--- src/core/uoes_pkg.sv ---
// Purpose: Shared constants and carriers for the USB error, status and control block
// Assumes: 40 MHz single clock, plain register port with byte offsets
// Notes: Register offsets are local to this block
package uoes_pkg;

   // =========================================================
   // Register map
   localparam int ADDR_W = 8;
   localparam int DATA_W = 32;
   localparam int FIELD_W = 8;
   localparam logic [ADDR_W-1:0] OFS_ERR_FLAG = 8'h00;
   localparam logic [ADDR_W-1:0] OFS_ERR_EN = 8'h04;
   localparam logic [ADDR_W-1:0] OFS_STATUS = 8'h08;
   localparam logic [ADDR_W-1:0] OFS_CONTROL = 8'h0c;
   localparam logic [ADDR_W-1:0] OFS_IRQ_FLAG = 8'h10;
   localparam logic [ADDR_W-1:0] OFS_IRQ_EN = 8'h14;

   // =========================================================
   // Field positions
   localparam int CTL_J_BIT = 7;
   localparam int CTL_SE0_BIT = 6;
   localparam int CTL_PKT_BIT = 5;
   localparam int CTL_RST_BIT = 4;
   localparam int CTL_HOST_BIT = 3;
   localparam int CTL_RESUME_BIT = 2;
   localparam int CTL_PPB_BIT = 1;
   localparam int CTL_EN_BIT = 0;
   localparam int IRQ_TRN_BIT = 3;
   localparam int IRQ_UERR_BIT = 1;
   localparam logic [FIELD_W-1:0] ERR_EN_RESET = 8'h00;
   localparam logic [1:0] STAT_PAD = 2'h0;

   // =========================================================
   // Timing
   localparam int CLK_FREQ_KHZ = 40000;
   localparam int SOF_PERIOD_US = 1000;
   localparam int SOF_PERIOD_CYCLES = CLK_FREQ_KHZ * SOF_PERIOD_US / 1000;
   localparam int SOF_CNT_W = 16;
   localparam int STAT_FIFO_DEPTH = 4;

   // =========================================================
   // Carriers
   typedef struct packed {
      logic bit_stuff;
      logic bus_matrix;
      logic dma;
      logic turnaround;
      logic data_size;
      logic crc16;
      logic crc5_or_eof;
      logic pid_check;
   } uoes_err_t;

   typedef struct packed {
      logic [3:0] endpoint;
      logic tx;
      logic odd_bank;
   } uoes_rec_t;

   typedef struct packed {
      logic [ADDR_W-1:0] addr;
      logic [DATA_W-1:0] wdata;
      logic wr;
      logic rd;
   } uoes_bus_t;

endpackage

--- src/core/uoes_stat_fifo.sv ---
// Purpose: Small FIFO of completed-transfer status records
// Assumes: DEPTH is a power of two, pointers wrap naturally
// Notes: A push into a full FIFO is refused, push_ready shows it
`timescale 1ns/1ps

module uoes_stat_fifo
   import uoes_pkg::*;
#(
   parameter int DEPTH = STAT_FIFO_DEPTH
) (
   input wire logic clk,
   input wire logic reset,
   input wire logic push_valid,
   output logic push_ready,
   input uoes_rec_t push_rec,
   input wire logic pop,
   output logic head_valid,
   output uoes_rec_t head_rec
);

   localparam int PW = $clog2(DEPTH);
   localparam logic [PW:0] FULL_COUNT = (PW + 1)'(DEPTH);

   typedef struct packed {
      uoes_rec_t [DEPTH-1:0] mem;
      logic [PW-1:0] rd_ptr;
      logic [PW-1:0] wr_ptr;
      logic [PW:0] count;
   } uoes_fifo_state_t;

   uoes_fifo_state_t s;
   uoes_fifo_state_t next_s;
   logic push_ok;
   logic pop_ok;

   assign push_ready = (s.count != FULL_COUNT);
   assign head_valid = (s.count != '0);
   assign head_rec = s.mem[s.rd_ptr];
   assign push_ok = push_valid && push_ready;
   assign pop_ok = pop && head_valid;

   // =========================================================
   // Next state
   always_comb begin
      next_s = s;
      if (push_ok) begin
         next_s.mem[s.wr_ptr] = push_rec;
         next_s.wr_ptr = s.wr_ptr + 1'b1;
      end
      if (pop_ok) begin
         next_s.rd_ptr = s.rd_ptr + 1'b1;
      end
      if (push_ok && !pop_ok) begin
         next_s.count = s.count + 1'b1;
      end else if (pop_ok && !push_ok) begin
         next_s.count = s.count - 1'b1;
      end
   end

   always_ff @(posedge clk) begin
      if (reset) begin
         s <= '0;
      end else begin
         s <= next_s;
      end
   end

endmodule // uoes_stat_fifo

--- src/core/uoes_top.sv ---
// Purpose: USB error enables, transfer status window and module control register
// Assumes: Error, setup and token-busy events come from logic on clk; line pins are async
// Notes: Registers reached over a plain port, read data one cycle after the strobe
`timescale 1ns/1ps

module uoes_top
   import uoes_pkg::*;
#(
   parameter logic [SOF_CNT_W-1:0] SOF_CYCLES = SOF_CNT_W'(SOF_PERIOD_CYCLES)
) (
   input wire logic clk,
   input wire logic reset,
   input wire logic [ADDR_W-1:0] addr,
   input wire logic [DATA_W-1:0] wdata,
   input wire logic wr,
   input wire logic rd,
   output logic [DATA_W-1:0] rdata,
   input uoes_err_t err_event,
   input wire logic eof_err_event,
   input wire logic rec_push,
   output logic rec_push_ready,
   input uoes_rec_t rec_in,
   input wire logic setup_token_rx,
   input wire logic token_in_progress,
   input wire logic live_j_state_pin,
   input wire logic live_se0_pin,
   output logic usb_main_irq_request,
   output logic packet_processing_disable,
   output logic bus_reset_drive,
   output logic host_capability_en,
   output logic host_ctl_reset,
   output logic resume_drive,
   output logic low_speed_eop,
   output logic pingpong_pointer_clear,
   output logic module_enable,
   output logic frame_start_token_en,
   output logic frame_start_tick
);

   typedef struct packed {
      logic [FIELD_W-1:0] err_flag;
      logic [FIELD_W-1:0] err_en;
      logic token_done_ie;
      logic usb_error_summary_en;
      logic pkt_dis;
      logic bus_rst;
      logic host_en;
      logic resume;
      logic ppb_rst;
      logic mod_en;
      logic j_s1;
      logic j_s2;
      logic se0_s1;
      logic se0_s2;
      logic host_rst_pulse;
      logic ls_eop_pulse;
      logic sof_tick;
      logic [SOF_CNT_W-1:0] sof_cnt;
      logic [DATA_W-1:0] rdata;
   } uoes_state_t;

   uoes_state_t s;
   uoes_state_t next_s;
   uoes_bus_t bus;
   uoes_rec_t head_rec;
   uoes_err_t err_set;
   logic head_valid;
   logic fifo_pop;
   logic err_summary;
   logic [FIELD_W-1:0] ctl_read;
   logic [FIELD_W-1:0] irq_read;
   logic [FIELD_W-1:0] stat_read;

   // =========================================================
   // Helpers
   function automatic logic [FIELD_W-1:0] w1c_update(
      input logic [FIELD_W-1:0] cur,
      input logic [FIELD_W-1:0] set,
      input logic [FIELD_W-1:0] clr
   );
      // Hardware set beats a same-cycle software clear
      return (cur & ~clr) | set;
   endfunction

   function automatic logic hit(
      input uoes_bus_t b,
      input logic [ADDR_W-1:0] ofs
   );
      return b.addr == ofs;
   endfunction

   function automatic logic [DATA_W-1:0] widen(input logic [FIELD_W-1:0] v);
      return {{(DATA_W - FIELD_W){1'b0}}, v};
   endfunction

   assign bus = '{addr: addr, wdata: wdata, wr: wr, rd: rd};

   // =========================================================
   // Status FIFO
   uoes_stat_fifo #(
      .DEPTH(STAT_FIFO_DEPTH)
   ) u_stat_fifo (
      .clk(clk),
      .reset(reset),
      .push_valid(rec_push),
      .push_ready(rec_push_ready),
      .push_rec(rec_in),
      .pop(fifo_pop),
      .head_valid(head_valid),
      .head_rec(head_rec)
   );

   // Token-done is simply a non-empty FIFO, so a record landing during the clear shows again
   assign fifo_pop = bus.wr && hit(bus, OFS_IRQ_FLAG) && bus.wdata[IRQ_TRN_BIT];

   // =========================================================
   // Error flag sources and summary
   always_comb begin
      err_set = err_event;
      err_set.crc5_or_eof = s.host_en ? eof_err_event : err_event.crc5_or_eof;
   end

   assign err_summary = |(s.err_flag & s.err_en);

   // =========================================================
   // Readback views
   always_comb begin
      stat_read = {head_rec.endpoint, head_rec.tx, head_rec.odd_bank, STAT_PAD};
      // Undefined while empty; head slot is shown as is
      if (!head_valid) begin
         stat_read = {head_rec.endpoint, head_rec.tx, head_rec.odd_bank, STAT_PAD};
      end
      ctl_read = '0;
      ctl_read[CTL_J_BIT] = s.j_s2;
      ctl_read[CTL_SE0_BIT] = s.se0_s2;
      ctl_read[CTL_PKT_BIT] = s.host_en ? token_in_progress : s.pkt_dis;
      ctl_read[CTL_RST_BIT] = s.bus_rst;
      ctl_read[CTL_HOST_BIT] = s.host_en;
      ctl_read[CTL_RESUME_BIT] = s.resume;
      ctl_read[CTL_PPB_BIT] = s.ppb_rst;
      ctl_read[CTL_EN_BIT] = s.mod_en;
      irq_read = '0;
      irq_read[IRQ_TRN_BIT] = head_valid;
      irq_read[IRQ_UERR_BIT] = err_summary;
   end

   // =========================================================
   // Next state
   always_comb begin
      next_s = s;
      next_s.j_s1 = live_j_state_pin;
      next_s.j_s2 = s.j_s1;
      next_s.se0_s1 = live_se0_pin;
      next_s.se0_s2 = s.se0_s1;
      next_s.host_rst_pulse = 1'b0;
      next_s.ls_eop_pulse = 1'b0;
      next_s.sof_tick = 1'b0;

      // Register writes
      next_s.err_flag = w1c_update(s.err_flag, err_set,
         (bus.wr && hit(bus, OFS_ERR_FLAG)) ? bus.wdata[FIELD_W-1:0] : '0);
      if (bus.wr && hit(bus, OFS_ERR_EN)) begin
         next_s.err_en = bus.wdata[FIELD_W-1:0];
      end
      if (bus.wr && hit(bus, OFS_IRQ_EN)) begin
         next_s.token_done_ie = bus.wdata[IRQ_TRN_BIT];
         next_s.usb_error_summary_en = bus.wdata[IRQ_UERR_BIT];
      end
      if (bus.wr && hit(bus, OFS_CONTROL)) begin
         next_s.pkt_dis = bus.wdata[CTL_PKT_BIT];
         next_s.bus_rst = bus.wdata[CTL_RST_BIT];
         next_s.host_en = bus.wdata[CTL_HOST_BIT];
         next_s.resume = bus.wdata[CTL_RESUME_BIT];
         next_s.ppb_rst = bus.wdata[CTL_PPB_BIT];
         next_s.mod_en = bus.wdata[CTL_EN_BIT];
         next_s.host_rst_pulse = bus.wdata[CTL_HOST_BIT] != s.host_en;
         next_s.ls_eop_pulse = s.host_en && s.resume && !bus.wdata[CTL_RESUME_BIT];
      end
      // Writes to the status offset fall through untouched
      if (setup_token_rx && !s.host_en) begin
         next_s.pkt_dis = 1'b1;
      end

      // Start-of-frame timer, part of host control logic
      if (!(s.host_en && s.mod_en) || s.host_rst_pulse) begin
         next_s.sof_cnt = SOF_CYCLES - 1'b1;
      end else if (s.sof_cnt == '0) begin
         next_s.sof_cnt = SOF_CYCLES - 1'b1;
         next_s.sof_tick = 1'b1;
      end else begin
         next_s.sof_cnt = s.sof_cnt - 1'b1;
      end

      // Read data, valid the cycle after the strobe
      next_s.rdata = '0;
      if (bus.rd) begin
         unique case (bus.addr)
            OFS_ERR_FLAG: next_s.rdata = widen(s.err_flag);
            OFS_ERR_EN: next_s.rdata = widen(s.err_en);
            OFS_STATUS: next_s.rdata = widen(stat_read);
            OFS_CONTROL: next_s.rdata = widen(ctl_read);
            OFS_IRQ_FLAG: next_s.rdata = widen(irq_read);
            OFS_IRQ_EN: begin
               next_s.rdata[IRQ_TRN_BIT] = s.token_done_ie;
               next_s.rdata[IRQ_UERR_BIT] = s.usb_error_summary_en;
            end
            default: next_s.rdata = '0;
         endcase
      end
   end

   always_ff @(posedge clk) begin
      if (reset) begin
         s <= '0;
         s.err_en <= ERR_EN_RESET;
         s.sof_cnt <= SOF_CYCLES - 1'b1;
      end else begin
         s <= next_s;
      end
   end

   // =========================================================
   // Outputs
   assign rdata = s.rdata;
   assign usb_main_irq_request = (err_summary && s.usb_error_summary_en) ||
      (head_valid && s.token_done_ie);
   assign packet_processing_disable = s.pkt_dis && !s.host_en;
   assign bus_reset_drive = s.bus_rst && s.host_en;
   assign host_capability_en = s.host_en;
   assign host_ctl_reset = s.host_rst_pulse;
   // Duration is up to software, the block only drives while the bit is set
   assign resume_drive = s.resume;
   assign low_speed_eop = s.ls_eop_pulse;
   assign pingpong_pointer_clear = s.ppb_rst;
   assign module_enable = s.mod_en && !s.host_en;
   assign frame_start_token_en = s.mod_en && s.host_en;
   assign frame_start_tick = s.sof_tick;

endmodule // uoes_top

--- config.mk ---
export PLATFORM = sky130hd
export DESIGN_NAME = uoes_top
export DESIGN_NICKNAME = d
export VERILOG_FILES = /design/src/core/uoes_pkg.sv /design/src/core/uoes_stat_fifo.sv /design/src/core/uoes_top.sv
export SDC_FILE = /design/constraint.sdc
export NUM_CORES = 1
export LEC_CHECK = 0
export ABC_AREA = 1
export BUFFER_PORTS_ARGS = -buffer_cell sky130_fd_sc_hd__buf_2
export CORE_ASPECT_RATIO = 0.8
export CORE_UTILIZATION = 59
export DETAILED_ROUTE_END_ITERATION = 10
export PLACE_DENSITY = 0.95
export REMOVE_ABC_BUFFERS = 1
export SYNTH_ARGS = -nofsm -noshare
export SYNTH_HDL_FRONTEND = slang
export SYNTH_HIERARCHICAL = 1
export SYNTH_SLANG_ARGS = --single-unit
--- constraint.sdc ---
create_clock -name clk -period 2.9 [get_ports clk]
set_input_delay 0.29 -clock clk [delete_from_list [all_inputs] [get_ports clk]]
set_output_delay 0.29 -clock clk [all_outputs]
set_load 0.01 [all_outputs]
Word-level counts from Yosys, hierarchy flattened

Index checks and enable logic that the tools add are counted.

Input port bits: 64
Register bits after elaboration: 110
Logic and storage cells: 110
Output and inout port bits: 44

Reductions and logical operators: 37
Multiplexer cells: 18
Equal/unequal tests: 7
Order comparisons: 3
Bitwise logic cells: 6
$add $sub $neg: 5

Operators with widths:

| operator                                                    | number |
|---|---|
| bitwise mux 24 bit                                          | 1 |
| logical AND 1 bit                                           | 20 |
| two-way mux 6 bit                                           | 3 |
| AND 8 bit                                                   | 2 |
| equality test 8 x 4 -> 1 bit (second input constant)        | 2 |
| equality test 8 x 5 -> 1 bit (second input constant)        | 2 |
| logical NOT 16 bit                                          | 1 |
| one-hot mux 4 bit (4 select lines)                          | 1 |
| subtractor 16 x 1 -> 16 bit (second input constant)         | 1 |
| binary-select mux 6 bit (select 2 bit)                      | 1 |
| demux 6 bit (select 2 bit)                                  | 1 |
| equality test 8 x 3 -> 1 bit (second input constant)        | 1 |
| logical NOT 8 bit                                           | 1 |
| two-way mux 8 bit                                           | 1 |
| NOT 8 bit                                                   | 1 |
| bitwise OR 8 bit                                            | 1 |
| OR reduction 8 bit                                          | 1 |
| less-than comparator 2 x 3 -> 1 bit (second input constant) | 2 |
| two-way mux 3 bit                                           | 2 |
| one-hot mux 1 bit (6 select lines)                          | 1 |
| OR reduction 2 bit                                          | 3 |
| logical NOT 1 bit                                           | 5 |
| one-hot mux 1 bit (5 select lines)                          | 1 |
| adder 2 x 1 -> 2 bit (second input constant)                | 2 |
| other kinds (13)                                            | 19 |

Longest topological paths before layout

Gate-level depths: netlist of run 1.

Depth in word-level cells: 7
Gate-level depth with buffers: 15
Depth with buffers taken out: 15

Modules after synthesis

The synthesis of run 1 kept the hierarchy.

By module, submodules not included:

| module         | area each (µm²) | times used | cells an instance | sequential area each (µm²) |
|---|---|---|---|---|
| uoes_top       | 2,970.3         | 1          | 420               | 1,101.1 |
| uoes_stat_fifo | 1,806.7         | 1          | 273               | 620.6 |

Worst setup path after synthesis of run 1

Ideal clock, no wire load.

Kind: input -> register
From: input port addr[5]
To: register u_stat_fifo/s[1] (netlist name)
Slack: 0.904 ns
Required time: 2.784 ns
Arrival: 1.881 ns
Path buffers: 0
Cell stages on the path: 11
Path through: inv_2 > nand2_1 > nor2_4 > nand2_1 > nor3_1 > nand2_1 > ha_1 > inv_1 > fa_1 > o21ai_0 > nor2_1

RTL lines:

| what                 | line                 | RTL |
|---|---|---|
| from (decl)          | uoes_top.sv:13       | `input wire logic [ADDR_W-1:0] addr,` |
| to (signal assigned) | uoes_stat_fifo.sv:64 | `s <= next_s;` |
| to (decl)            | uoes_stat_fifo.sv:31 | `uoes_fifo_state_t s;` |

Final worst setup path of run 1

From: register u_stat_fifo/s[1] (netlist name)
To: register u_stat_fifo/s[2] (netlist name)

Word-level cells in the longest chain between the ends: 5

Ends and longest elaborated chain:

| what                         | line                 | RTL |
|---|---|---|
| != test 3 bit *              | uoes_stat_fifo.sv:36 | `assign push_ready = (s.count != FULL_COUNT);` |
| logical AND 1 bit *          | uoes_stat_fifo.sv:39 | `assign push_ok = push_valid && push_ready;` |
| via u_stat_fifo.push_ok      | uoes_stat_fifo.sv:33 | `logic push_ok;` |
| logical NOT 1 bit            | uoes_stat_fifo.sv:55 | `end else if (pop_ok && !push_ok) begin` |
| logical AND 1 bit            | uoes_stat_fifo.sv:55 |  |
| nonzero test 2 bit (no line) | n/a                  |  |

The timed path passes the listed nets; every way through them passes the cells marked *. The select of a mux whose other input is x is not followed.
A chain may end at the register's enable or synchronous reset.

==> results.cfg, run 1 <==
[power]
power.internal_uw = 1750
seqPwrFrac_pct = 51.0
switching_share_pct = 29.5
design_power_total_uw = 2480
leakage_uw = 0.00248
clkPwrFrac_pct = 34.6
peakVddDrop_v = 0.000302
power.net_switching_uw = 732
combPwrFrac_pct = 14.4
power.density_cell_area_nw_per_um2 = 484

[layout]
post_route_cells_drive_above_1_share_pct = 16.3
final_core_utilization_pct = 67.5
final_cell_area_um2 = 5130
num-fill-cells = 627
layout_common_cells = nand2_1, nor2_1, inv_1, dfxtp_1, buf_2
n_antenna_cell = 0
area_delta_synth_final_pct = 7.49
layout_commonest_cell = nand2_1
layout.nets = 810

[worst_setup_path]
critical_path.reg2reg.endpoint = u_stat_fifo/s[2]
cp_max_fo = 30
endpoint = u_stat_fifo/s[2]
reg2reg_from = u_stat_fifo/s[1]
timing.critical_path.from = u_stat_fifo/s[1]
critical_path.endpoint_type = flip-flop
worst_path_most_repeated_cell = nand2_1
cpPeakStageDelay_ns = 0.42
worstPathRequired_ns = 3.17
worst_r2r_path_depth = 13
cp-start-kind = flip-flop
arrival_ns = 2.34
classification_of_the_worst_setup_path = flip-flop to flip-flop
flop_to_flop_setup_slack_ns = 0.83
critical_path.cell_chain = nor2_2 -> nand2_4 -> nand2_4 -> inv_2 -> ha_1 -> inv_1 -> fa_1 -> inv_1 -> nand2_1 -> nand3_1 -> nand2_1 -> nand2_1 -> nor2_1
crit_path_top_delay_cell = dfxtp_1

[synth]
syn_avg_cell_area_um2 = 6.89
synth_seq_cells = 86
yosys_warnings = 6
post_synth_num_cell_types = 37
postSynthCellCount = 693
top_flip_flop_cell_by_instance_count_after_synthesis = dfxtp_1
async_reset_ff_share_pct = 0
post_synth_edffs = 0
mappedNetlistArea_um2 = 4780
synth_seq_area_share_pct = 36.0

[placed_design]
post_dp_cell_area_um2 = 4940
port_buffers = 59
post-place-ws_ns = 0.524
detailedPlacementHpwl_um = 8170
routabilityCongestion = 0.915

[outcome]
run_status = finished, final reports clean

[clock_tree]
cts_tree = yes
ctsHtreeMaxLevel = 3
cts_setup_buffers = 0
cts-buffers-inserted = 9
clock_sink_count = 86
hold_buffers = 0
clkLatencyLatePin_ns = 0.38
cts_buffer_depth = 2
worst_setup_hold_path_clk_slew_ns = 0.10
resized_after_cts = 0
cts_root_buffer = clkbuf_8

[grt]
grt_pass1_vias = 4069
grt_overflow_total = 0
global_route_wire_length_before_repair_um = 17900
grt_antenna_before_repair = 0
grt_start_max_net_pins = 31
gr-usage-all-layers_pct = 27.7

[route]
drt_iter0_drc = 371
ant_nets = 0
wl_per_cell_um = 13.2
finalWirelength_um = 11200
detail_route.drc_violations = 0
firstDrtPassIters = 5
routed_via_density = 5.28
via_count = 4480

[timing]
timing_worst_slew_pin_value_ns = 0.717
postLayoutSetupSlackWorst_ns = 0.830
setup_violations = 0
unrepaired_setup_endpoints_after_global_routing = false
finalWorstPathRequiredPeriod_ns = 2.07
clock_skew_ns = 0.0174
final_hold_viol_count = 0
setup_total_negative_slack_ns = 0
report.final.slew_viol_count = 0
fin_crit_share_pct = 71.4
maxSlewHeadroom_pct = 51.9
max_freq_mhz = 483

[die]
dieWidth_um = 103
die-area_um2 = 8460
number_of_placement_rows = 28
io_pins = 108
core_um2 = 7600
die_h_um = 82.5
initial_core_utilization_pct = 62.8

[worst_hold_path]
holdCritPathClass = input pin to flip-flop
min_path_cells = 3

[job]
max_cap_violations = 0
-- cell usage after synthesis (2+ instances only) --
| cell | instances | share of area (%) |
|---|---|---|
| nand4_1 | 26 | 3.4 |
| nand3_4 | 7 | 2.6 |
| xnor2_1 | 2 | 0.37 |
| nand3_2 | 6 | 1.3 |
| nand2_2 | 5 | 0.65 |
| nor3_2 | 2 | 0.42 |
| o21ai_1 | 6 | 0.63 |
| nor2_4 | 6 | 1.4 |
| xor2_1 | 6 | 1.1 |
| nor2_1 | 111 | 8.7 |
| nand3_1 | 39 | 4.1 |
| nor2_2 | 5 | 0.65 |
| inv_2 | 7 | 0.55 |
| clkbuf_1 | 3 | 0.24 |
| nand2_1 | 145 | 11 |
| buf_4 | 35 | 5.5 |
| ha_1 | 6 | 1.6 |
| a21oi_1 | 22 | 2.3 |
| inv_1 | 107 | 8.4 |
| o21ai_0 | 30 | 3.1 |
| nand2_4 | 4 | 0.94 |
| nor3_1 | 2 | 0.21 |
| buf_2 | 6 | 0.63 |
| buf_6 | 2 | 0.47 |
| dfxtp_1 | 86 | 36 |
| o22ai_1 | 6 | 0.79 |
-- power groups by stage --
stage | logic (uW) | clock network (uW) | registers [uW]
3_5_place_dp | 347 | 0 | 1290
2_1_floorplan | 244 | 0 | 1280
3_3_place_gp | 329 | 0 | 1290
6_report | 359 | 859 | 1270
5_1_grt | 406 | 914 | 1270
4_1_cts | 352 | 865 | 1270
-- per-stage QoR --
stage	hold WS, ns	std cells
2_1_floorplan	0.359	668
3_3_place_gp	0.373	833
3_5_place_dp	0.381	833
4_1_cts	0.109	849
5_1_grt	0.116	849
6_report	0.112	849
-- flip-flops by register name (all words and copies together) (netlist names) --
register                cells
s                          35
u_stat_fifo/s              31
rdata                       8
ctl_read                    4
next_s                      2
frame_start_tick            1
host_capability_en          1
host_ctl_reset              1
low_speed_eop               1
pingpong_pointer_clear      1
resume_drive                1
-- cell type report --
class / count / area [um2] / area share [%]
Multi-Input combinational cell: 464 / 2330 / 45.3
Clock inverter: 6 / 71.3 / 1.39
Clock buffer: 10 / 128 / 2.49
Tap cell: 105 / 131 / 2.56
Timing Repair Buffer: 60 / 303 / 5.90
Sequential cell: 86 / 1720 / 33.5
Inverter: 118 / 452 / 8.80
-- kinds of logic (layout without fill, tap and decap cells) --
kind of cell	count (synthesis)	in the layout	synth area share, %
simple gates	359	359	36.1
buf+inv	166	194	17.0
flops	86	86	36.0
compound gates	65	65	7.05
xor+xnor	8	8	1.47
fa+ha+maj	7	7	1.99
other cells	1	24	0.0785
mux	1	1	0.210
-- worst max-delay path, delay by kind of cell (launching register included) --
| family | cells | cell delay [ns] |
|---|---|---|
| adder cells (fa/ha/maj) | 2 | 0.56 |
| buffers and inverters | 3 | 0.23 |
| flip-flops | 1 | 0.42 |
| AND/OR/NAND/NOR | 8 | 0.75 |
-- per-layer routing --
metal	up-vias	wire [um]	track usage (%)
li1	2189	-	-
met1	2065	4500	32.4
met2	199	5590	48.3
met3	27	831	6.90
met4	0	240	12.4
met5	-	0	0
-- worst min path at each step --
| stage | from | end |
|---|---|---|
| after floorplan | reset | s[60] |
| after global placement | s[32] | s[32] |
| after detailed placement | s[32] | s[32] |
| after CTS | live_se0_pin | next_s[51] |
| after global routing | live_j_state_pin | next_s[53] |
| final | live_se0_pin | next_s[51] |
Note: power is estimated with default switching activity, not from simulation.
==> run 2, diff against run 1 <==
--- a/config.mk
+++ b/config.mk
@@ -5,12 +5,12 @@
 export SDC_FILE = /design/constraint.sdc
 export NUM_CORES = 1
 export LEC_CHECK = 0
-export ABC_AREA = 1
+export ABC_AREA = 0
 export BUFFER_PORTS_ARGS = -buffer_cell sky130_fd_sc_hd__buf_2
 export CORE_ASPECT_RATIO = 0.8
-export CORE_UTILIZATION = 59
+export CORE_UTILIZATION = 48
 export DETAILED_ROUTE_END_ITERATION = 10
-export PLACE_DENSITY = 0.95
+export PLACE_DENSITY = 0.88
 export REMOVE_ABC_BUFFERS = 1
 export SYNTH_ARGS = -nofsm -noshare
 export SYNTH_HDL_FRONTEND = slang
==> constraint.sdc (replaced) <==
create_clock -name clk -period 1.75 [get_ports clk]
set_input_delay 0.175 -clock clk [delete_from_list [all_inputs] [get_ports clk]]
set_output_delay 0.175 -clock clk [all_outputs]
set_load 0.01 [all_outputs]
==> run 2 against run 1 <==
Effect of this change: the flow now finishes with violations (negative setup slack); synthesized area is 11% lower; largest cell class unchanged; sequential cell count stayed put; critical endpoint unchanged; maximum frequency rose by 7.0%; non-clock buffer count rose by 33; critical path type unchanged; core utilization down 8.8 points; sequential share of layout area increased by 1.1 points; clock-buffer cell count shrank 1; power rose by 64%; hold slack got worse by 0.074 ns; clock power increased by 59%; register-to-register slack worse by 1.0 ns.
==> results.cfg, run 2 <==
[synth]
synth_fa_ha_area_share_pct = 2.24
synth.area.mux_share_pct = 16.8
synth_simple_gate_area_share_pct = 23.3
yosys_warnings = 6
post_synth_edffs = 0
synth_seq_cells = 86
top_flip_flop_cell_by_instance_count_after_synthesis = dfxtp_1
synth-compound-area-share_pct = 5.36
synth_top_cell_by_area = dfxtp_1
synth_seq_area_share_pct = 40.5
synth.top_cells.by_area = dfxtp_1, mux2i_1, buf_4
synthTopCellsByCount = dfxtp_1, mux2i_1, nor2_1
post_synth_num_cell_types = 61
postSynthCellCount = 424
synth_top_family_by_area = simple AND/OR/NAND/NOR gates
mappedNetlistArea_um2 = 4250
async_reset_ff_share_pct = 0
synth_most_common_cell = dfxtp_1
syn_avg_cell_area_um2 = 10.0
post-synth-top-area-fraction_pct = 40.5
area_share_of_xor_xnor_cells_in_the_synthesized_design_pct = 3.09

[timing]
setup_violations = 3
max_freq_mhz = 517
finalWorstPathRequiredPeriod_ns = 1.93
hold_slack_ns = 0.0384
fin_crit_share_pct = 110
timing_worst_slew_pin_value_ns = 0.487
postLayoutSetupSlackWorst_ns = -0.184
maxSlewHeadroom_pct = 67.2
setup_total_negative_slack_ns = -0.359
unrepaired_setup_endpoints_after_global_routing = true
report.final.slew_viol_count = 0
clock_skew_ns = 0.0143
final_hold_viol_count = 0

[layout]
largest_register_ffs = 35
layout_common_cells = dfxtp_1, buf_2, mux2i_1, nor2_1, nand2b_1
num-fill-cells = 687
layout_commonest_cell = dfxtp_1
area_delta_synth_final_pct = 17.8
n_antenna_cell = 0
top_register = s
final_cell_area_um2 = 5000
post_route_cells_drive_above_1_share_pct = 31.8
post_layout_nonfiller_instances = 615
layout.nets = 570

[power]
leakage_uw = 0.00224
design_power_total_uw = 4070
power.density_cell_area_nw_per_um2 = 813
peakVddDrop_v = 0.000356

[clock_tree]
clkLatencyLatePin_ns = 0.36
cts_buffer_depth = 2
worst_setup_hold_path_clk_slew_ns = 0.09
cts_root_buffer = clkbuf_8
cts-buffers-inserted = 9
ctsHtreeMaxLevel = 3
cts_tree = yes
clock_sink_count = 86

[grt]
grt_pass1_vias = 3235
gr-usage-all-layers_pct = 22.4
grt_antenna_before_repair = 0
grt_overflow_total = 0
global_route_wire_length_before_repair_um = 16000
grt_start_max_net_pins = 39

[worst_setup_path]
cp-start-kind = flip-flop
crit_path_top_delay_cell = dfxtp_4
arrival_ns = 2.23
cpPeakStageDelay_ns = 0.37
cp_max_fo = 5
critical_path.endpoint_type = flip-flop
worst_r2r_path_depth = 8
classification_of_the_worst_setup_path = flip-flop to flip-flop
timing.critical_path.from = u_stat_fifo/s[2]
critical_path.cell_chain = or3b_4 -> and2_4 -> ha_4 -> inv_2 -> fa_2 -> xor2_1 -> or3_1 -> a21oi_2
worstPathRequired_ns = 2.04
reg2reg_from = u_stat_fifo/s[2]

[die]
die_h_um = 86.2
io_pins = 108
dieWidth_um = 107
core_um2 = 8520
number_of_placement_rows = 30
initial_core_utilization_pct = 49.9
die-area_um2 = 9240

[placed_design]
post_dp_cell_area_um2 = 4710
routabilityCongestion = 0.869
detailedPlacementHpwl_um = 7270
dpl.cell_count = 599
port_buffers = 59

[route]
wl_per_cell_um = 16.1
firstDrtPassIters = 4
ant_nets = 0
drt_iter0_drc = 187
detail_route.drc_violations = 0
via_count = 3345
routed_via_density = 5.44
finalWirelength_um = 9870

[worst_hold_path]
holdCritPathClass = input pin to flip-flop
min_path_cells = 3
timing.hold.worst.start = err_event[6]

[outcome]
violations = negative setup slack
run_status = complete, but fails checks

[job]
max_cap_violations = 0
==> run 2: worst paths after layout <==
check / slack [ns] / end
max reg2reg: -0.18 / u_stat_fifo/s[2]
max: -0.18 / u_stat_fifo/s[2]
min reg2reg: 0.42 / s[32]
min: 0.04 / s[77]
==> run 2: cells by family (layout without fill, tap and decap cells) <==
kind of cell	after synthesis	in the layout
and+or+nand+nor	164	164
DFF	86	86
buffers and inverters	59	115
muxes	58	58
AOI/OAI and AO/OA	34	34
xor gates and xnor gates	15	15
adders and majority gates	7	7
other	1	24
==> run 2: what timing repair did <==
| item | 4_1_cts | 5_1_grt |
|---|---|---|
| setup endpoints to repair | 16 | 13 |
| resized for setup | 15 | 10 |
| setup buffers | 0 | 1 |
| pin swaps | 8 | 4 |
| hold buffers | 0 | 0 |
==> run 2: per-stage QoR <==
| step | util (%) | setup slack (ns) |
|---|---|---|
| 2_1_floorplan | - | -0.430 |
| 3_3_place_gp | 55.3 | -0.374 |
| 3_5_place_dp | 55.3 | -0.470 |
| 4_1_cts | 58.1 | -0.166 |
| 5_1_grt | 58.7 | -0.287 |
| 6_report | 58.7 | -0.184 |
==> run 2: report_power, final <==
part | internal (uW) | leakage [uW] | switching (uW)
clock | 661 | 0.0000961 | 712
sequential | 2040 | 0.000701 | 67.4
combinational | 292 | 0.00144 | 300
==> run 2: worst max-delay path: cells and delay by family (launching register included) <==
kind	cells	cell delay, ns
AND/OR/NAND/NOR	3	0.70
adder cells (fa/ha/maj)	2	0.49
flip-flops	1	0.37
XOR/XNOR	1	0.15
AO/OA/AOI/OAI	1	0.11
buffers and inverters	1	0.04
==> run 2: routing by layer <==
metal	GRT usage (%)	wire, um	vias up
li1	-	-	1594
met3	5.47	600	10
met5	0	0	-
met2	37.0	4830	129
met1	29.7	4360	1612
met4	5.23	87	0
==> run 2: cell type report <==
type | count | area [um2] | area share [%]
timing repair buffer | 93 | 576 | 11.5
clock inverter | 6 | 68.8 | 1.38
multi-input combinational | 302 | 2340 | 46.7
inverter | 7 | 26.3 | 0.525
sequential | 86 | 1730 | 34.6
clock buffer | 9 | 124 | 2.48
tap | 112 | 140 | 2.80
